==> src/pkg/eecc_map.vh <==
// Register map, field positions, reset values and timing of the EEPROM command block
`ifndef EECC_MAP_VH
`define EECC_MAP_VH

// Byte offsets
`define EECC_OFF_CMD 8'hb0
`define EECC_OFF_DATA 8'hb4
`define EECC_OFF_INT_STS 8'hb8
`define EECC_OFF_INT_CLR 8'hbc
`define EECC_OFF_INT_EN 8'hc0
`define EECC_OFF_MAC_LO 8'hc4
`define EECC_OFF_MAC_HI 8'hc8

// Command register fields
`define EECC_CMD_BUSY_BIT 31
`define EECC_CMD_CODE_HI 30
`define EECC_CMD_CODE_LO 28
`define EECC_CMD_TMO_BIT 9
`define EECC_CMD_MACOK_BIT 8
`define EECC_CMD_ADDR_HI 7
`define EECC_CMD_ADDR_LO 0

// Command codes
`define EECC_CODE_READ 3'h0
`define EECC_CODE_WRITE 3'h3

// Interrupt status bit positions
`define EECC_INT_DONE 0
`define EECC_INT_TMO 1
`define EECC_INT_MAC 2
`define EECC_INT_W 3

// Reset values
`define EECC_RST_BUSY 1'b1
`define EECC_RST_INT_EN 3'h0

// Automatic MAC address load
`define EECC_MAC_BASE 8'h01
`define EECC_MAC_BYTES 6

// Time-out: time in microseconds, clock in MHz, count derived from both
`define EECC_TIMEOUT_US 30000
`define EECC_CLK_MHZ 50
`define EECC_TIMEOUT_CYC (`EECC_TIMEOUT_US * `EECC_CLK_MHZ)

`endif

==> src/hw/eecc_timer.v <==
// Time-out counter for one EEPROM operation
`timescale 1ns/1ps
module eecc_timer #(
   parameter COUNT = 1500000,
   parameter CW = 32
) (
   clk_sys, // System clock
   rst, // Synchronous reset, active high
   start, // Pulse: (re)load and run
   stop, // Pulse: halt without expiring
   expired_r // Pulse: count ran out
);
   input wire clk_sys;
   input wire rst;
   input wire start;
   input wire stop;
   output reg expired_r;

   localparam [CW-1:0] LOAD = COUNT - 1;
   reg [CW-1:0] count_r;
   reg running_r;

   always @(posedge clk_sys) begin
      if (rst) begin
         count_r <= {CW{1'b0}};
         running_r <= 1'b0;
         expired_r <= 1'b0;
      end else begin
         expired_r <= 1'b0;
         if (start) begin
            count_r <= LOAD;
            running_r <= 1'b1;
         end else if (stop) begin
            running_r <= 1'b0;
         end else if (running_r) begin
            if (count_r == {CW{1'b0}}) begin
               running_r <= 1'b0;
               expired_r <= 1'b1;
            end else begin
               count_r <= count_r - {{(CW-1){1'b0}}, 1'b1};
            end
         end
      end
   end
endmodule // eecc_timer

==> src/hw/eecc_irq.v <==
// Sticky interrupt status, enable mask and level interrupt output
`timescale 1ns/1ps
module eecc_irq #(
   parameter W = 3
) (
   clk_sys, // System clock
   rst, // Synchronous reset, active high
   event_i, // Event pulses, one per bit
   clr_wr, // Pulse: write to clear register
   en_wr, // Pulse: write to enable register
   wr_bits, // Write data for clear or enable
   status_r, // Sticky status
   enable_r, // Enable mask
   irq_r // Level interrupt
);
   input wire clk_sys;
   input wire rst;
   input wire [W-1:0] event_i;
   input wire clr_wr;
   input wire en_wr;
   input wire [W-1:0] wr_bits;
   output reg [W-1:0] status_r;
   output reg [W-1:0] enable_r;
   output reg irq_r;

   reg [W-1:0] status_nxt;

   // Set beats clear so a coincident event survives
   always @* begin
      status_nxt = status_r;
      if (clr_wr)
         status_nxt = status_nxt & ~wr_bits;
      status_nxt = status_nxt | event_i;
   end

   always @(posedge clk_sys) begin
      if (rst) begin
         status_r <= {W{1'b0}};
         enable_r <= {W{1'b0}};
         irq_r <= 1'b0;
      end else begin
         status_r <= status_nxt;
         if (en_wr)
            enable_r <= wr_bits;
         irq_r <= |(status_nxt & (en_wr ? wr_bits : enable_r));
      end
   end
endmodule // eecc_irq

==> src/hw/eecc_top.v <==
// EEPROM command and busy control with automatic MAC address load
//
// What this block does
// Writing one to bit 31 launches the selected read or write command at the given address; other codes are ignored.
// Busy stays one for the whole operation, clears itself when it ends.
// On a read, busy clearing means the data register holds valid data.
// Software leaves command and data registers alone while busy is one.
// A write with no EEPROM keeps busy until time-out, then clears it.
// Busy reads as one straight after reset.
// After reset the MAC address is loaded; busy clears when done or failed.
// Every operation starts a time-out; expiry aborts it and releases busy.
//
// Decided for this implementation: the strobed register port.
`timescale 1ns/1ps
`include "eecc_map.vh"
module eecc_top #(
   parameter TIMEOUT_CYC = `EECC_TIMEOUT_CYC,
   parameter AW = 8,
   parameter DW = 8
) (
   clk_sys, // System clock, 50 MHz
   rst, // Synchronous reset, active high
   reg_addr, // Register byte address
   reg_wdata, // Register write data
   reg_wr, // Write strobe
   reg_rd, // Read strobe
   reg_rdata_r, // Read data, cycle after strobe
   irq_r, // Level interrupt
   ee_req_r, // Pulse: start one word access
   ee_we_r, // Access is a write
   ee_addr_r, // EEPROM word address
   ee_wdata_r, // EEPROM write data
   ee_done, // Pulse: access finished
   ee_rdata // EEPROM read data, valid with done
);
   input wire clk_sys;
   input wire rst;
   input wire [7:0] reg_addr;
   input wire [31:0] reg_wdata;
   input wire reg_wr;
   input wire reg_rd;
   output reg [31:0] reg_rdata_r;
   output wire irq_r;
   output reg ee_req_r;
   output reg ee_we_r;
   output reg [AW-1:0] ee_addr_r;
   output reg [DW-1:0] ee_wdata_r;
   input wire ee_done;
   input wire [DW-1:0] ee_rdata;

   ////////////////////////////////////////////////////////////////////////
   localparam [2:0] ST_IDLE = 3'b001;
   localparam [2:0] ST_ISSUE = 3'b010;
   localparam [2:0] ST_WAIT = 3'b100;
   localparam [31:0] MAC_LAST_W = `EECC_MAC_BYTES - 1;
   localparam [2:0] MAC_LAST = MAC_LAST_W[2:0];

   function supported;
      input [2:0] code;
      begin
         supported = (code == `EECC_CODE_READ) || (code == `EECC_CODE_WRITE);
      end
   endfunction

   function hit;
      input [7:0] addr;
      input [7:0] off;
      begin
         hit = (addr == off);
      end
   endfunction

   reg [2:0] state_r;
   reg busy_r;
   reg mac_mode_r;
   reg [2:0] mac_idx_r;
   reg [47:0] mac_r;
   reg mac_ok_r;
   reg tmo_r;
   reg [2:0] code_r;
   reg [AW-1:0] addr_r;
   reg [DW-1:0] data_r;
   reg [`EECC_INT_W-1:0] ev_r;

   wire expired;
   wire [`EECC_INT_W-1:0] int_sts;
   wire [`EECC_INT_W-1:0] int_en;

   wire wr_cmd = reg_wr && hit(reg_addr, `EECC_OFF_CMD);
   wire wr_data = reg_wr && hit(reg_addr, `EECC_OFF_DATA);
   wire wr_clr = reg_wr && hit(reg_addr, `EECC_OFF_INT_CLR);
   wire wr_en = reg_wr && hit(reg_addr, `EECC_OFF_INT_EN);
   wire [2:0] new_code = reg_wdata[`EECC_CMD_CODE_HI:`EECC_CMD_CODE_LO];
   // launch on start bit
   wire launch = wr_cmd && reg_wdata[`EECC_CMD_BUSY_BIT] && !busy_r && supported(new_code);
   wire issue = (state_r == ST_ISSUE);
   wire wait_done = (state_r == ST_WAIT) && ee_done;

   ////////////////////////////////////////////////////////////////////////
   // time-out per access
   eecc_timer #(
      .COUNT(TIMEOUT_CYC),
      .CW(32)
   ) u_timer (
      .clk_sys(clk_sys),
      .rst(rst),
      .start(issue),
      .stop(wait_done),
      .expired_r(expired)
   );

   eecc_irq #(
      .W(`EECC_INT_W)
   ) u_irq (
      .clk_sys(clk_sys),
      .rst(rst),
      .event_i(ev_r),
      .clr_wr(wr_clr),
      .en_wr(wr_en),
      .wr_bits(reg_wdata[`EECC_INT_W-1:0]),
      .status_r(int_sts),
      .enable_r(int_en),
      .irq_r(irq_r)
   );

   ////////////////////////////////////////////////////////////////////////
   always @(posedge clk_sys) begin
      if (rst) begin
         // busy right out of reset
         busy_r <= `EECC_RST_BUSY;
         // reset starts the MAC load
         state_r <= ST_ISSUE;
         mac_mode_r <= 1'b1;
         mac_idx_r <= 3'h0;
         mac_r <= 48'h0;
         mac_ok_r <= 1'b0;
         tmo_r <= 1'b0;
         code_r <= `EECC_CODE_READ;
         addr_r <= {AW{1'b0}};
         data_r <= {DW{1'b0}};
         ev_r <= {`EECC_INT_W{1'b0}};
         ee_req_r <= 1'b0;
         ee_we_r <= 1'b0;
         ee_addr_r <= {AW{1'b0}};
         ee_wdata_r <= {DW{1'b0}};
      end else begin
         ev_r <= {`EECC_INT_W{1'b0}};
         ee_req_r <= 1'b0;
         // data held while busy
         if (wr_data && !busy_r)
            data_r <= reg_wdata[DW-1:0];
         case (state_r)
            ST_IDLE: begin
               if (launch) begin
                  // busy set for the operation
                  busy_r <= 1'b1;
                  tmo_r <= 1'b0;
                  code_r <= new_code;
                  addr_r <= reg_wdata[AW-1:0];
                  state_r <= ST_ISSUE;
               end
            end
            ST_ISSUE: begin
               ee_req_r <= 1'b1;
               if (mac_mode_r) begin
                  ee_we_r <= 1'b0;
                  ee_addr_r <= `EECC_MAC_BASE + {5'h0, mac_idx_r};
               end else begin
                  ee_we_r <= (code_r == `EECC_CODE_WRITE);
                  ee_addr_r <= addr_r;
               end
               ee_wdata_r <= data_r;
               state_r <= ST_WAIT;
            end
            ST_WAIT: begin
               if (ee_done) begin
                  if (mac_mode_r) begin
                     mac_r[{mac_idx_r, 3'h0} +: 8] <= ee_rdata[7:0];
                     if (mac_idx_r == MAC_LAST) begin
                        // load finished, release busy
                        mac_mode_r <= 1'b0;
                        mac_ok_r <= 1'b1;
                        busy_r <= 1'b0;
                        ev_r[`EECC_INT_MAC] <= 1'b1;
                        state_r <= ST_IDLE;
                     end else begin
                        mac_idx_r <= mac_idx_r + 3'h1;
                        state_r <= ST_ISSUE;
                     end
                  end else begin
                     // read data valid as busy drops
                     if (code_r == `EECC_CODE_READ)
                        data_r <= ee_rdata;
                     // clear when complete
                     busy_r <= 1'b0;
                     ev_r[`EECC_INT_DONE] <= 1'b1;
                     state_r <= ST_IDLE;
                  end
               end else if (expired) begin
                  // absent EEPROM ends in time-out
                  // abort and release busy
                  busy_r <= 1'b0;
                  tmo_r <= 1'b1;
                  ev_r[`EECC_INT_TMO] <= 1'b1;
                  if (mac_mode_r) begin
                     // failed load also releases busy
                     mac_mode_r <= 1'b0;
                     mac_ok_r <= 1'b0;
                     ev_r[`EECC_INT_MAC] <= 1'b1;
                  end
                  state_r <= ST_IDLE;
               end
            end
            default: begin
               state_r <= ST_IDLE;
               busy_r <= 1'b0;
               mac_mode_r <= 1'b0;
            end
         endcase
      end
   end

   ////////////////////////////////////////////////////////////////////////
   // Unmapped and write-only offsets read as zero
   always @(posedge clk_sys) begin
      if (rst) begin
         reg_rdata_r <= 32'h0;
      end else if (reg_rd) begin
         case (reg_addr)
            `EECC_OFF_CMD: begin
               reg_rdata_r <= 32'h0;
               reg_rdata_r[`EECC_CMD_BUSY_BIT] <= busy_r;
               reg_rdata_r[`EECC_CMD_CODE_HI:`EECC_CMD_CODE_LO] <= code_r;
               reg_rdata_r[`EECC_CMD_TMO_BIT] <= tmo_r;
               reg_rdata_r[`EECC_CMD_MACOK_BIT] <= mac_ok_r;
               reg_rdata_r[`EECC_CMD_ADDR_HI:`EECC_CMD_ADDR_LO] <= addr_r;
            end
            `EECC_OFF_DATA: reg_rdata_r <= {{(32-DW){1'b0}}, data_r};
            `EECC_OFF_INT_STS: reg_rdata_r <= {{(32-`EECC_INT_W){1'b0}}, int_sts};
            `EECC_OFF_INT_EN: reg_rdata_r <= {{(32-`EECC_INT_W){1'b0}}, int_en};
            `EECC_OFF_MAC_LO: reg_rdata_r <= mac_r[31:0];
            `EECC_OFF_MAC_HI: reg_rdata_r <= {16'h0, mac_r[47:32]};
            default: reg_rdata_r <= 32'h0;
         endcase
      end else begin
         reg_rdata_r <= 32'h0;
      end
   end
endmodule // eecc_top

==> config.mk <==
export PLATFORM = sky130hd
export DESIGN_NAME = eecc_top
export DESIGN_NICKNAME = d
export VERILOG_FILES = /design/src/hw/eecc_timer.v /design/src/hw/eecc_irq.v /design/src/hw/eecc_top.v
export VERILOG_INCLUDE_DIRS = /design/src /design/src/pkg
export SDC_FILE = /design/constraint.sdc
export NUM_CORES = 1
export LEC_CHECK = 0
export BUFFER_PORTS_ARGS = -buffer_cell sky130_fd_sc_hd__buf_2
export CELL_PAD_IN_SITES_DETAIL_PLACEMENT = 1
export CELL_PAD_IN_SITES_GLOBAL_PLACEMENT = 1
export CORE_MARGIN = 10
export CORE_UTILIZATION = 43
export CTS_CLUSTER_DIAMETER = 150
export DETAILED_ROUTE_END_ITERATION = 12
export PLACE_DENSITY = 0.77
export SYNTH_ARGS = -nofsm -noshare
export SYNTH_HDL_FRONTEND = slang
export SYNTH_SLANG_ARGS = --single-unit
==> constraint.sdc <==
create_clock -name clk_sys -period 2.85 [get_ports clk_sys]
set_input_delay 0.285 -clock clk_sys [delete_from_list [all_inputs] [get_ports clk_sys]]
set_output_delay 0.285 -clock clk_sys [all_outputs]
set_load 0.01 [all_outputs]
* Word-level counts from Yosys, hierarchy flattened
Cells that the tools add are included.
** Word-level totals
- Register bits :: 171
- Input port bits :: 53
- Output and inout port bits :: 51
** Operators by class
- Add/sub/neg operators :: 4
- Equal/unequal tests :: 21
- Shift operators :: 2
- Muxes and demuxes :: 52
- Bitwise logic cells :: 13
- Reduce and logical (&&, ||, !) cells :: 35
** Operators by type and width (count)
- $pmux W32 S6 :: 1
- $mux W21 :: 4
- $eq A8 B8 Y1 const B :: 7
- $bwmux W48 :: 1
- $mux W8 :: 6
- $shift A8 B8 Y48 const A :: 1
- $shiftx A8 B8 Y48 :: 1
- $logic_not A32 Y1 :: 1
- $sub A32 B1 Y32 const B :: 1
- $mux W1 :: 28
- $mux W3 :: 6
- $reduce_and A4 Y1 :: 4
- $eq A3 B2 Y1 const B :: 3
- $logic_and A1 B1 Y1 :: 9
- $not A1 Y1 :: 9
- $pmux W3 S3 :: 1
- $reduce_and A3 Y1 :: 3
- $reduce_or A3 Y1 :: 3
- $ne A2 B2 Y1 const B :: 4
- $neg A6 Y8 :: 1
- $reduce_or A2 Y1 :: 4
- $and A3 B3 Y3 :: 2
- $eq A3 B3 Y1 const B :: 2
- $logic_not A3 Y1 :: 2
- 16 further kinds :: 23

* Logic depth before layout (Yosys ltp)
Gate-level depths: netlist (run 1).
- Depth in word-level cells :: 8
- Depth in mapped cells :: 10
- Mapped depth without buffers :: 8

* Modules after synthesis
From an unflattened synthesis (run 1), not the netlist that was laid out.
** Second synthesis, totals
- Cell total of the unflattened synthesis :: 794
- Area, all modules :: 7210.7 µm²
** By module, submodules not included
- eecc_top :: instances 1, cells each 562, area an instance 5158.7 µm², seq. area each 2602.5 µm²
- eecc_timer :: instances 1, cells each 205, area an instance 1788.0 µm², seq. area each 680.7 µm²
- eecc_irq :: instances 1, cells each 27, area an instance 264.0 µm², seq. area each 140.1 µm²

* Least setup slack after synthesis (run 1)
OpenSTA, ideal clock, no wires.
- Kind :: reg-to-reg
- Start point :: reg u_timer.count_r[0]
- End point :: reg u_timer.count_r[22]
- Library setup time :: 0.118 ns
- Arrival :: 2.150 ns
- Required time :: 2.732 ns
- Path slack :: 0.582 ns
- Stages on the path, launching flop included :: 8
- Path buffers :: 1
- Path through :: dfxtp_1 inv_1 ha_1 or3b_1 clkbuf_1 nor3_2 or4b_2 mux2i_1
** Between the ends
- Cells in the longest elaborated chain, start to end :: 3
** RTL lines
- from (decl) :: line eecc_timer.v:20 : reg [CW-1:0] count_r;
- from (signal assigned) :: line eecc_timer.v:25 : count_r <= {CW{1'b0}};
- from (signal assigned) :: line eecc_timer.v:40 : count_r <= count_r - {{(CW-1){1'b0}}, 1'b1};
- parallel branches: the longest is 3 deep, another holds $sub A32 B1 Y32
Parallel ways; which one is timed is not known.
A chain may end at the register's enable or synchronous reset.

* Final worst setup path (run 1)
- Start point :: reg mac_idx_r[0]
- End point :: reg mac_r[17]
** Between the ends
- Cells in the longest elaborated chain, start to end :: 3
** RTL lines
- from (decl) :: line eecc_top.v:76 : reg [2:0] mac_idx_r;
- from (signal assigned) :: line eecc_top.v:187 : mac_idx_r <= mac_idx_r + 3'h1;
- $neg A6 Y8 * :: line eecc_top.v:178 : mac_r[{mac_idx_r, 3'h0} +: 8] <= ee_rdata[7:0];
- $shiftx A8 B8 Y48 or $shift A8 B8 Y48 (tied branches) :: line eecc_top.v:178
- $bwmux W48 * :: line eecc_top.v:178
- to (signal, indexed assignment) :: line eecc_top.v:178
- to (decl) :: line eecc_top.v:77 : reg [47:0] mac_r;
Mark *: on every way between the ends. The rest lies on a longest branch, timed or not.

==> run_results.csv, run 1 <==
group,metric,value,unit
sta,slew-limit-headroom,0.544,
sta,unrepaired_setup_endpoints_after_global_routing,"false",
clock_network,cts.reportedPaths.clkPinSlew,70,ps
run,max_cap_violations,0,
sta,finalWorstPathRequiredPeriod,2570,ps
sta,max_slew_vio_count,0,
placed_design,place.detailed.instances,1095,
clock_network,cts_tree,"built",
logic_synthesis,syn-instance-count,825,
min_path,hold_class,"in -> reg",
floorplan,placeableCoreArea,16500,um^2
drt,drt-total-wl,22600,um
critical_path,cp-end-kind,"register",
logic_synthesis,synth_enable_flop_cells,0,
critical_path,type_of_the_worst_setup_path,"reg -> reg",
final_layout,drive_above_1_share,0.174,
critical_path,type_of_origin_of_the_critical_path,"register",
clock_network,cts.root.buffer_cell,"sky130_fd_sc_hd__clkbuf_16",
min_path,worstHoldPathCells,3,
drt,routed-via-count,6500,
final_layout,layout.cells.non_filler,1128,
sta,clock-skew-final,7.46,ps
floorplan,io_pins,104,
clock_network,cts_setup_buffers,0,
power,total_leakage_power,3.17,nW
drt,drtAntennaViolNets,0,
global_route,antenna_found_initial,1,
clock_network,cts_resized,0,
global_route,first_global_vias,6878,
min_path,min-delay-start,"reg_wdata[3]",
logic_synthesis,synth.lib_cells_used.distinct,62,
final_layout,layout.cell_area.non_filler,8420,um^2
critical_path,rr_startpoint,"mac_idx_r[0]$_SDFFE_PP0P_",
clock_network,number_of_buffers_added_to_fix_hold_violations_after_cts,0,
floorplan,die_width,149,um
logic_synthesis,synthesis.area,7210,um^2
critical_path,worstReg2RegEnd,"mac_r[17]$_SDFFE_PP0P_",
logic_synthesis,syn-num-nets,883,
sta,worst_hold_margin,132,ps
drt,avgRoutedWirePerCell,20.0,um
global_route,largest_net_degree_at_the_start_of_global_routing,49,
power,vdd_ir_drop_max,0.428,mV
power,power_per_cell_area,631,nW/um^2
drt,drt_pre_antenna_iters,5,
logic_synthesis,dominantRegCellSynth,"sky130_fd_sc_hd__dfxtp_1",
sta,setup_viol,0,
clock_network,cts_sinks,171,
global_route,grt_pass1_wl,36300,um
critical_path,regToRegSetupSlack,280,ps
logic_synthesis,synth_seq_cells,171,
placed_design,placedInstanceArea,7860,um^2
logic_synthesis,synth.top_cells.by_count,"sky130_fd_sc_hd__dfxtp_1, sky130_fd_sc_hd__nand2_1, sky130_fd_sc_hd__nor2_1",
critical_path,worst_ep_arrival_time,2870,ps
sta,max_freq,0.389,GHz
final_layout,nNetsFinal,952,
final_layout,syn2layout_area_growth,16.8,%
logic_synthesis,yosys-top-cells-area,"sky130_fd_sc_hd__dfxtp_1, sky130_fd_sc_hd__mux2i_1, sky130_fd_sc_hd__nand2_1, sky130_fd_sc_hd__a21oi_1, sky130_fd_sc_hd__nor2_1",
floorplan,placement_rows,47,
global_route,globalRouteOverflowTotal,0,
placed_design,io_buffer_count,83,
clock_network,cts.path.max_buffers,2,
drt,drt-vias-per-instance,5.76,
logic_synthesis,postSynth.asyncResetShare,0,
critical_path,critPathMaxFanout,8,
floorplan,die_h,149,um
floorplan,design.die.area,22300,um^2
global_route,grtUsageTotal,0.203,
logic_synthesis,synth.most_common_cell,"sky130_fd_sc_hd__dfxtp_1",
logic_synthesis,synth_sequential_area_ratio,0.475,
sta,tcrit_tclk_final,0.901,
logic_synthesis,syn-mean-instance-area,8.74,um^2
logic_synthesis,ys.warnings.count,0,
logic_synthesis,post-synth-top-area-cell,"sky130_fd_sc_hd__dfxtp_1",
sta,hold_viol_final,0,
status,status,"completed",
drt,detail_route.drc_violations,0,
sta,worst_pin_slew,685,ps
placed_design,dp_hpwl,16200,um
power,pnr_total_power,0.00531,W
clock_network,ctsHtreeMaxLevel,4,
critical_path,critical_path_required,3150,ps
clock_network,numCtsBuffers,17,
drt,drt-initial-drc-count,411,
floorplan,initial_utilization,0.436,
sta,totalNegativeSetupSlack,0,ps
placed_design,gp_congestion,0.872,
critical_path,worst-r2r-cell-count,8,
clock_network,clkLatencyLatePin,430,ps
min_path,holdPathEnd,"addr_r[3]$_SDFFE_PP0P_",
logic_synthesis,synth_top_area_frac,0.475,
-- metrics by stage --
| stage | util | setup WS (ps) |
|---|---|---|
| after floorplan | - | 582 |
| after global placement | 0.476 | 426 |
| after detailed placement | 0.476 | 358 |
| after CTS | 0.509 | 302 |
| after global routing | 0.509 | 151 |
| final | 0.509 | 283 |
-- cell type report --
class / count / area [um^2]
Clock inverter: 13 / 118
Fill cell: 1961 / 8110
Multi-Input combinational cell: 585 / 3520
Tap cell: 220 / 275
Clock buffer: 19 / 433
Antenna cell: 1 / 2.50
Sequential cell: 171 / 3420
Timing Repair Buffer: 107 / 598
Inverter: 12 / 45.0
-- power breakdown --
part	switching (W)	total, W	internal [W]	leakage [nW]
registers	0.0000840	0.00254	0.00246	1.38
logic	0.000372	0.000571	0.000200	1.52
clock network	0.000995	0.00220	0.00121	0.268
total	0.00145	0.00531	0.00386	3.17
-- routing by layer --
layer	global-route usage	wire [um]	vias to the layer above
met5	0	0	-
met4	0.0746	480	0
met3	0.0420	1220	42
met2	0.355	11500	182
met1	0.240	9400	3174
li1	-	-	3102
-- flip-flops by register name, summed over array words and instances (netlist names), 3 cells and up --
name / cells
code_r: 3
ev_r: 3
mac_r: 48
ee_wdata_r: 8
u_irq.status_r: 3
ee_addr_r: 8
reg_rdata_r: 32
u_timer.count_r: 32
data_r: 8
mac_idx_r: 3
state_r: 3
u_irq.enable_r: 3
addr_r: 8
-- cell usage in the layout (no fill, tap or decap), types with 15 or more instances in the layout --
cell type                     n
sky130_fd_sc_hd__nor3_1      22
sky130_fd_sc_hd__dfxtp_1    171
sky130_fd_sc_hd__a22oi_1     24
sky130_fd_sc_hd__or3_1       22
sky130_fd_sc_hd__nand2_1     96
sky130_fd_sc_hd__clkbuf_16   17
sky130_fd_sc_hd__nor2_1      82
sky130_fd_sc_hd__buf_4       25
sky130_fd_sc_hd__a21oi_1     66
sky130_fd_sc_hd__buf_2       82
sky130_fd_sc_hd__nand3_1     48
sky130_fd_sc_hd__or4_1       15
sky130_fd_sc_hd__mux2i_1     49
-- critical path, stage by stage (launching register included) --
cell and delay (ps):
sky130_fd_sc_hd__dfxtp_1 510, sky130_fd_sc_hd__inv_1 150, sky130_fd_sc_hd__ha_1 230, sky130_fd_sc_hd__ha_1 210
sky130_fd_sc_hd__nand2b_1 160, sky130_fd_sc_hd__or3_1 370, sky130_fd_sc_hd__or2_2 470, sky130_fd_sc_hd__mux2i_1 270
sky130_fd_sc_hd__nor2_1 70
-- logic make-up (layout without fill, tap and decap cells) --
kind of cell | Yosys count | in the layout | synth area share
AOI/OAI and AO/OA | 160 | 160 | 0.145
xor gates and xnor gates | 4 | 4 | 0.00486
adders and majority gates | 5 | 5 | 0.00868
buffers and inverters | 69 | 151 | 0.0371
DFF | 171 | 171 | 0.475
muxes | 49 | 49 | 0.0680
other | 0 | 1 | 0
and+or+nand+nor | 367 | 367 | 0.262
-- worst max path at each step --
stage,from,endpoint,slack [ps],depth (start not counted)
after global placement,u_timer.count_r[5]$_SDFFE_PP0P_,u_timer.count_r[17]$_SDFFE_PP0P_,430,5
after global routing,mac_idx_r[0]$_SDFFE_PP0P_,mac_r[17]$_SDFFE_PP0P_,150,8
after floorplan,u_timer.count_r[0]$_SDFFE_PP0P_,u_timer.count_r[22]$_SDFFE_PP0P_,580,7
after detailed placement,u_timer.count_r[5]$_SDFFE_PP0P_,u_timer.count_r[17]$_SDFFE_PP0P_,360,5
final,mac_idx_r[0]$_SDFFE_PP0P_,mac_r[17]$_SDFFE_PP0P_,280,8
after CTS,mac_idx_r[0]$_SDFFE_PP0P_,mac_r[17]$_SDFFE_PP0P_,300,8
No activity file was read; power rests on OpenSTA's default activity.
==> run 2: changes to the inputs <==
- ABC_AREA: default -> 1
- CORE_UTILIZATION: 43 -> 41
==> run_results.csv, run 2 <==
group,metric,value,unit
drt,detail_route.drc_violations,0,
global_route,globalRouteOverflowTotal,0,
sta,max_freq,0.439,GHz
logic_synthesis,yosys-top-cells-area,"sky130_fd_sc_hd__dfxtp_1, sky130_fd_sc_hd__nand2_1, sky130_fd_sc_hd__nor2_1, sky130_fd_sc_hd__a21oi_1, sky130_fd_sc_hd__o21ai_0",
floorplan,die_width,156,um
clock_network,clkLatencyLatePin,450,ps
critical_path,critPathMaxFanout,9,
placed_design,post_placement_worst_setup_slack,612,ps
clock_network,numCtsBuffers,17,
logic_synthesis,synthesis.area,7620,um^2
placed_design,gp_congestion,0.852,
critical_path,regToRegSetupSlack,570,ps
sta,finalWorstPathRequiredPeriod,2280,ps
clock_network,cts.path.max_buffers,2,
run,max_cap_violations,0,
sta,unrepaired_setup_endpoints_after_global_routing,"false",
clock_network,cts_tree,"built",
final_layout,layout.cell_area.non_filler,8920,um^2
logic_synthesis,synth_compound_gate_area_share,0.159,
final_layout,regMostFlops,"mac_r",
sta,worst_hold_margin,141,ps
critical_path,rr_startpoint,"mac_idx_r[0]$_SDFFE_PP0P_",
drt,drt-initial-drc-count,311,
power,power_per_cell_area,664,nW/um^2
drt,routed-via-count,7235,
clock_network,cts_setup_buffers,0,
logic_synthesis,synth_simple_gate_area_frac,0.275,
logic_synthesis,syn-mean-instance-area,7.15,um^2
floorplan,io_pins,104,
critical_path,worstReg2RegEnd,"mac_r[31]$_SDFFE_PP0P_",
logic_synthesis,synth_adder_area_share,0.00821,
final_layout,largest_reg_flops,48,
logic_synthesis,dominantRegCellSynth,"sky130_fd_sc_hd__dfxtp_1",
logic_synthesis,synthMuxAreaShare,0,
sta,hold_viol_final,0,
floorplan,design.die.area,24400,um^2
clock_network,cts_resized,0,
clock_network,cts.root.buffer_cell,"sky130_fd_sc_hd__clkbuf_16",
final_layout,most_frequent_standard_cell_in_the_layout_excluding_fill_and_tap_cells,"sky130_fd_sc_hd__nand2_1",
critical_path,destination_of_the_critical_timing_path,"mac_r[31]$_SDFFE_PP0P_",
final_layout,syn2layout_area_growth,17.1,%
sta,max_slew_vio_count,0,
placed_design,placedInstanceArea,8290,um^2
critical_path,cp-end-kind,"register",
power,vdd_ir_drop_max,0.460,mV
drt,avgRoutedWirePerCell,17.5,um
sta,setup_viol,0,
sta,tcrit_tclk_final,0.800,
sta,clock-skew-final,14.7,ps
clock_network,ctsHtreeMaxLevel,4,
placed_design,dp_hpwl,17900,um
logic_synthesis,synth_seq_cells,171,
critical_path,critical_path_required,3220,ps
sta,slew-limit-headroom,0.576,
critical_path,startpoint,"mac_idx_r[0]$_SDFFE_PP0P_",
logic_synthesis,syn-num-nets,1123,
logic_synthesis,postSynth.asyncResetShare,0,
logic_synthesis,synth_enable_flop_cells,0,
logic_synthesis,synth.top_cells.by_count,"sky130_fd_sc_hd__nand2_1, sky130_fd_sc_hd__dfxtp_1, sky130_fd_sc_hd__nor2_1",
final_layout,drive_above_1_share,0.149,
floorplan,die_h,156,um
global_route,antenna_found_initial,0,
status,status,"completed",
logic_synthesis,dominant_combinational_cell_family_by_area_after_synthesis,"simple AND/OR/NAND/NOR gates",
final_layout,nNetsFinal,1207,
global_route,largest_net_degree_at_the_start_of_global_routing,65,
final_layout,num_antenna_cells,0,
logic_synthesis,ys.warnings.count,0,
global_route,grtUsageTotal,0.203,
critical_path,type_of_the_worst_setup_path,"reg -> reg",
drt,drtAntennaViolNets,0,
critical_path,worst_ep_arrival_time,2650,ps
floorplan,initial_utilization,0.420,
logic_synthesis,synth_top_area_frac,0.449,
min_path,min-delay-start,"ee_rdata[1]",
placed_design,io_buffer_count,83,
global_route,grt_pass1_wl,39700,um
clock_network,number_of_buffers_added_to_fix_hold_violations_after_cts,0,
logic_synthesis,syn-instance-count,1065,
global_route,first_global_vias,7646,
floorplan,placeableCoreArea,18100,um^2
sta,layout_setup_ws,571,ps
final_layout,reg.largest.list,"mac_r x48, reg_rdata_r x32, u_timer.count_r x32",
logic_synthesis,synth_sequential_area_ratio,0.449,
logic_synthesis,post-synth-top-area-cell,"sky130_fd_sc_hd__dfxtp_1",
final_layout,most_frequent_cells_in_the_layout,"sky130_fd_sc_hd__nand2_1, sky130_fd_sc_hd__dfxtp_1, sky130_fd_sc_hd__nor2_1",
drt,drt-vias-per-instance,5.20,
min_path,hold_class,"in -> reg",
clock_network,cts_sinks,171,
logic_synthesis,synth.lib_cells_used.distinct,45,
critical_path,worst-r2r-cell-count,10,
logic_synthesis,synthXorXnorAreaFrac,0.0195,
sta,totalNegativeSetupSlack,0,ps
drt,drt-total-wl,24300,um
power,total_leakage_power,3.93,nW
critical_path,type_of_origin_of_the_critical_path,"register",
clock_network,cts.reportedPaths.clkPinSlew,80,ps
floorplan,placement_rows,49,
logic_synthesis,synth.most_common_cell,"sky130_fd_sc_hd__nand2_1",
sta,worst_pin_slew,633,ps
drt,drt_pre_antenna_iters,4,
run 2: cell count changes after synthesis, sizes merged, moves of 16 or more:
cell	previous run	this run
a22oi	24	0
nand2	96	215
nor2	82	178
or3	22	0
or4	16	0
inv	12	126
clkbuf	47	21
o21ai	9	98
a21oi	66	96
mux2i	49	0
run 2: cell type report:
class / count / area (um^2)
inverters: 128 / 483
fillers: 2378 / 9230
multi-input cells: 727 / 3520
clock inverters: 15 / 201
repair buffers: 104 / 586
well taps: 229 / 287
clock buffers: 17 / 425
flip-flops and latches: 171 / 3420
run 2: worst max-delay path, cell delays in order (launching register included):
cell and delay, ps:
sky130_fd_sc_hd__dfxtp_1 530, sky130_fd_sc_hd__inv_2 80, sky130_fd_sc_hd__ha_1 200, sky130_fd_sc_hd__ha_1 290, sky130_fd_sc_hd__inv_1 100, sky130_fd_sc_hd__nor2_1 170
sky130_fd_sc_hd__nand2_1 100, sky130_fd_sc_hd__nor2_2 330, sky130_fd_sc_hd__buf_4 220, sky130_fd_sc_hd__o21ai_0 80, sky130_fd_sc_hd__a21oi_1 120
run 2: kinds of logic (layout without fill, tap and decap cells):
| family | count (synthesis) | in the layout |
|---|---|---|
| adders and majority gates | 5 | 5 |
| xor gates and xnor gates | 17 | 17 |
| buffers and inverters | 167 | 264 |
| AOI/OAI and AO/OA | 223 | 223 |
| DFF | 171 | 171 |
| and+or+nand+nor | 482 | 482 |
run 2: worst min path at each step:
stage	endpoint	slack [ps]	cells after the start
after floorplan	reg_rdata_r[16]$_SDFF_PP0_	420	2
after global placement	reg_rdata_r[20]$_SDFF_PP0_	430	2
after detailed placement	ee_wdata_r[4]$_SDFFE_PP0P_	440	2
after CTS	mac_r[1]$_SDFFE_PP0P_	130	3
after global routing	mac_r[24]$_SDFFE_PP0P_	140	3
final	mac_r[1]$_SDFFE_PP0P_	140	3
run 2: through the flow:
step / instances / total power (W) / utilization
2_1_floorplan: 1065 / 0.00319 / -
3_3_place_gp: 1359 / 0.00344 / 0.457
3_5_place_dp: 1359 / 0.00346 / 0.457
4_1_cts: 1391 / 0.00596 / 0.492
5_1_grt: 1391 / 0.00620 / 0.492
6_report: 1391 / 0.00592 / 0.492
run 2: where the power goes:
| group | total, W | leakage, nW | switching [W] | internal, W |
|---|---|---|---|---|
| Sequential | 0.00255 | 1.38 | 0.0000790 | 0.00247 |
| Combinational | 0.000876 | 2.23 | 0.000613 | 0.000262 |
| Clock | 0.00250 | 0.309 | 0.00109 | 0.00141 |
run 2: metal layers:
metal  routed length, um  up-vias  GRT usage
met5                   0        -          0
met3                 788       35     0.0365
met1               11000     3491      0.245
li1                    -     3596          -
met2               12100      113      0.356
met4                 472        0     0.0710
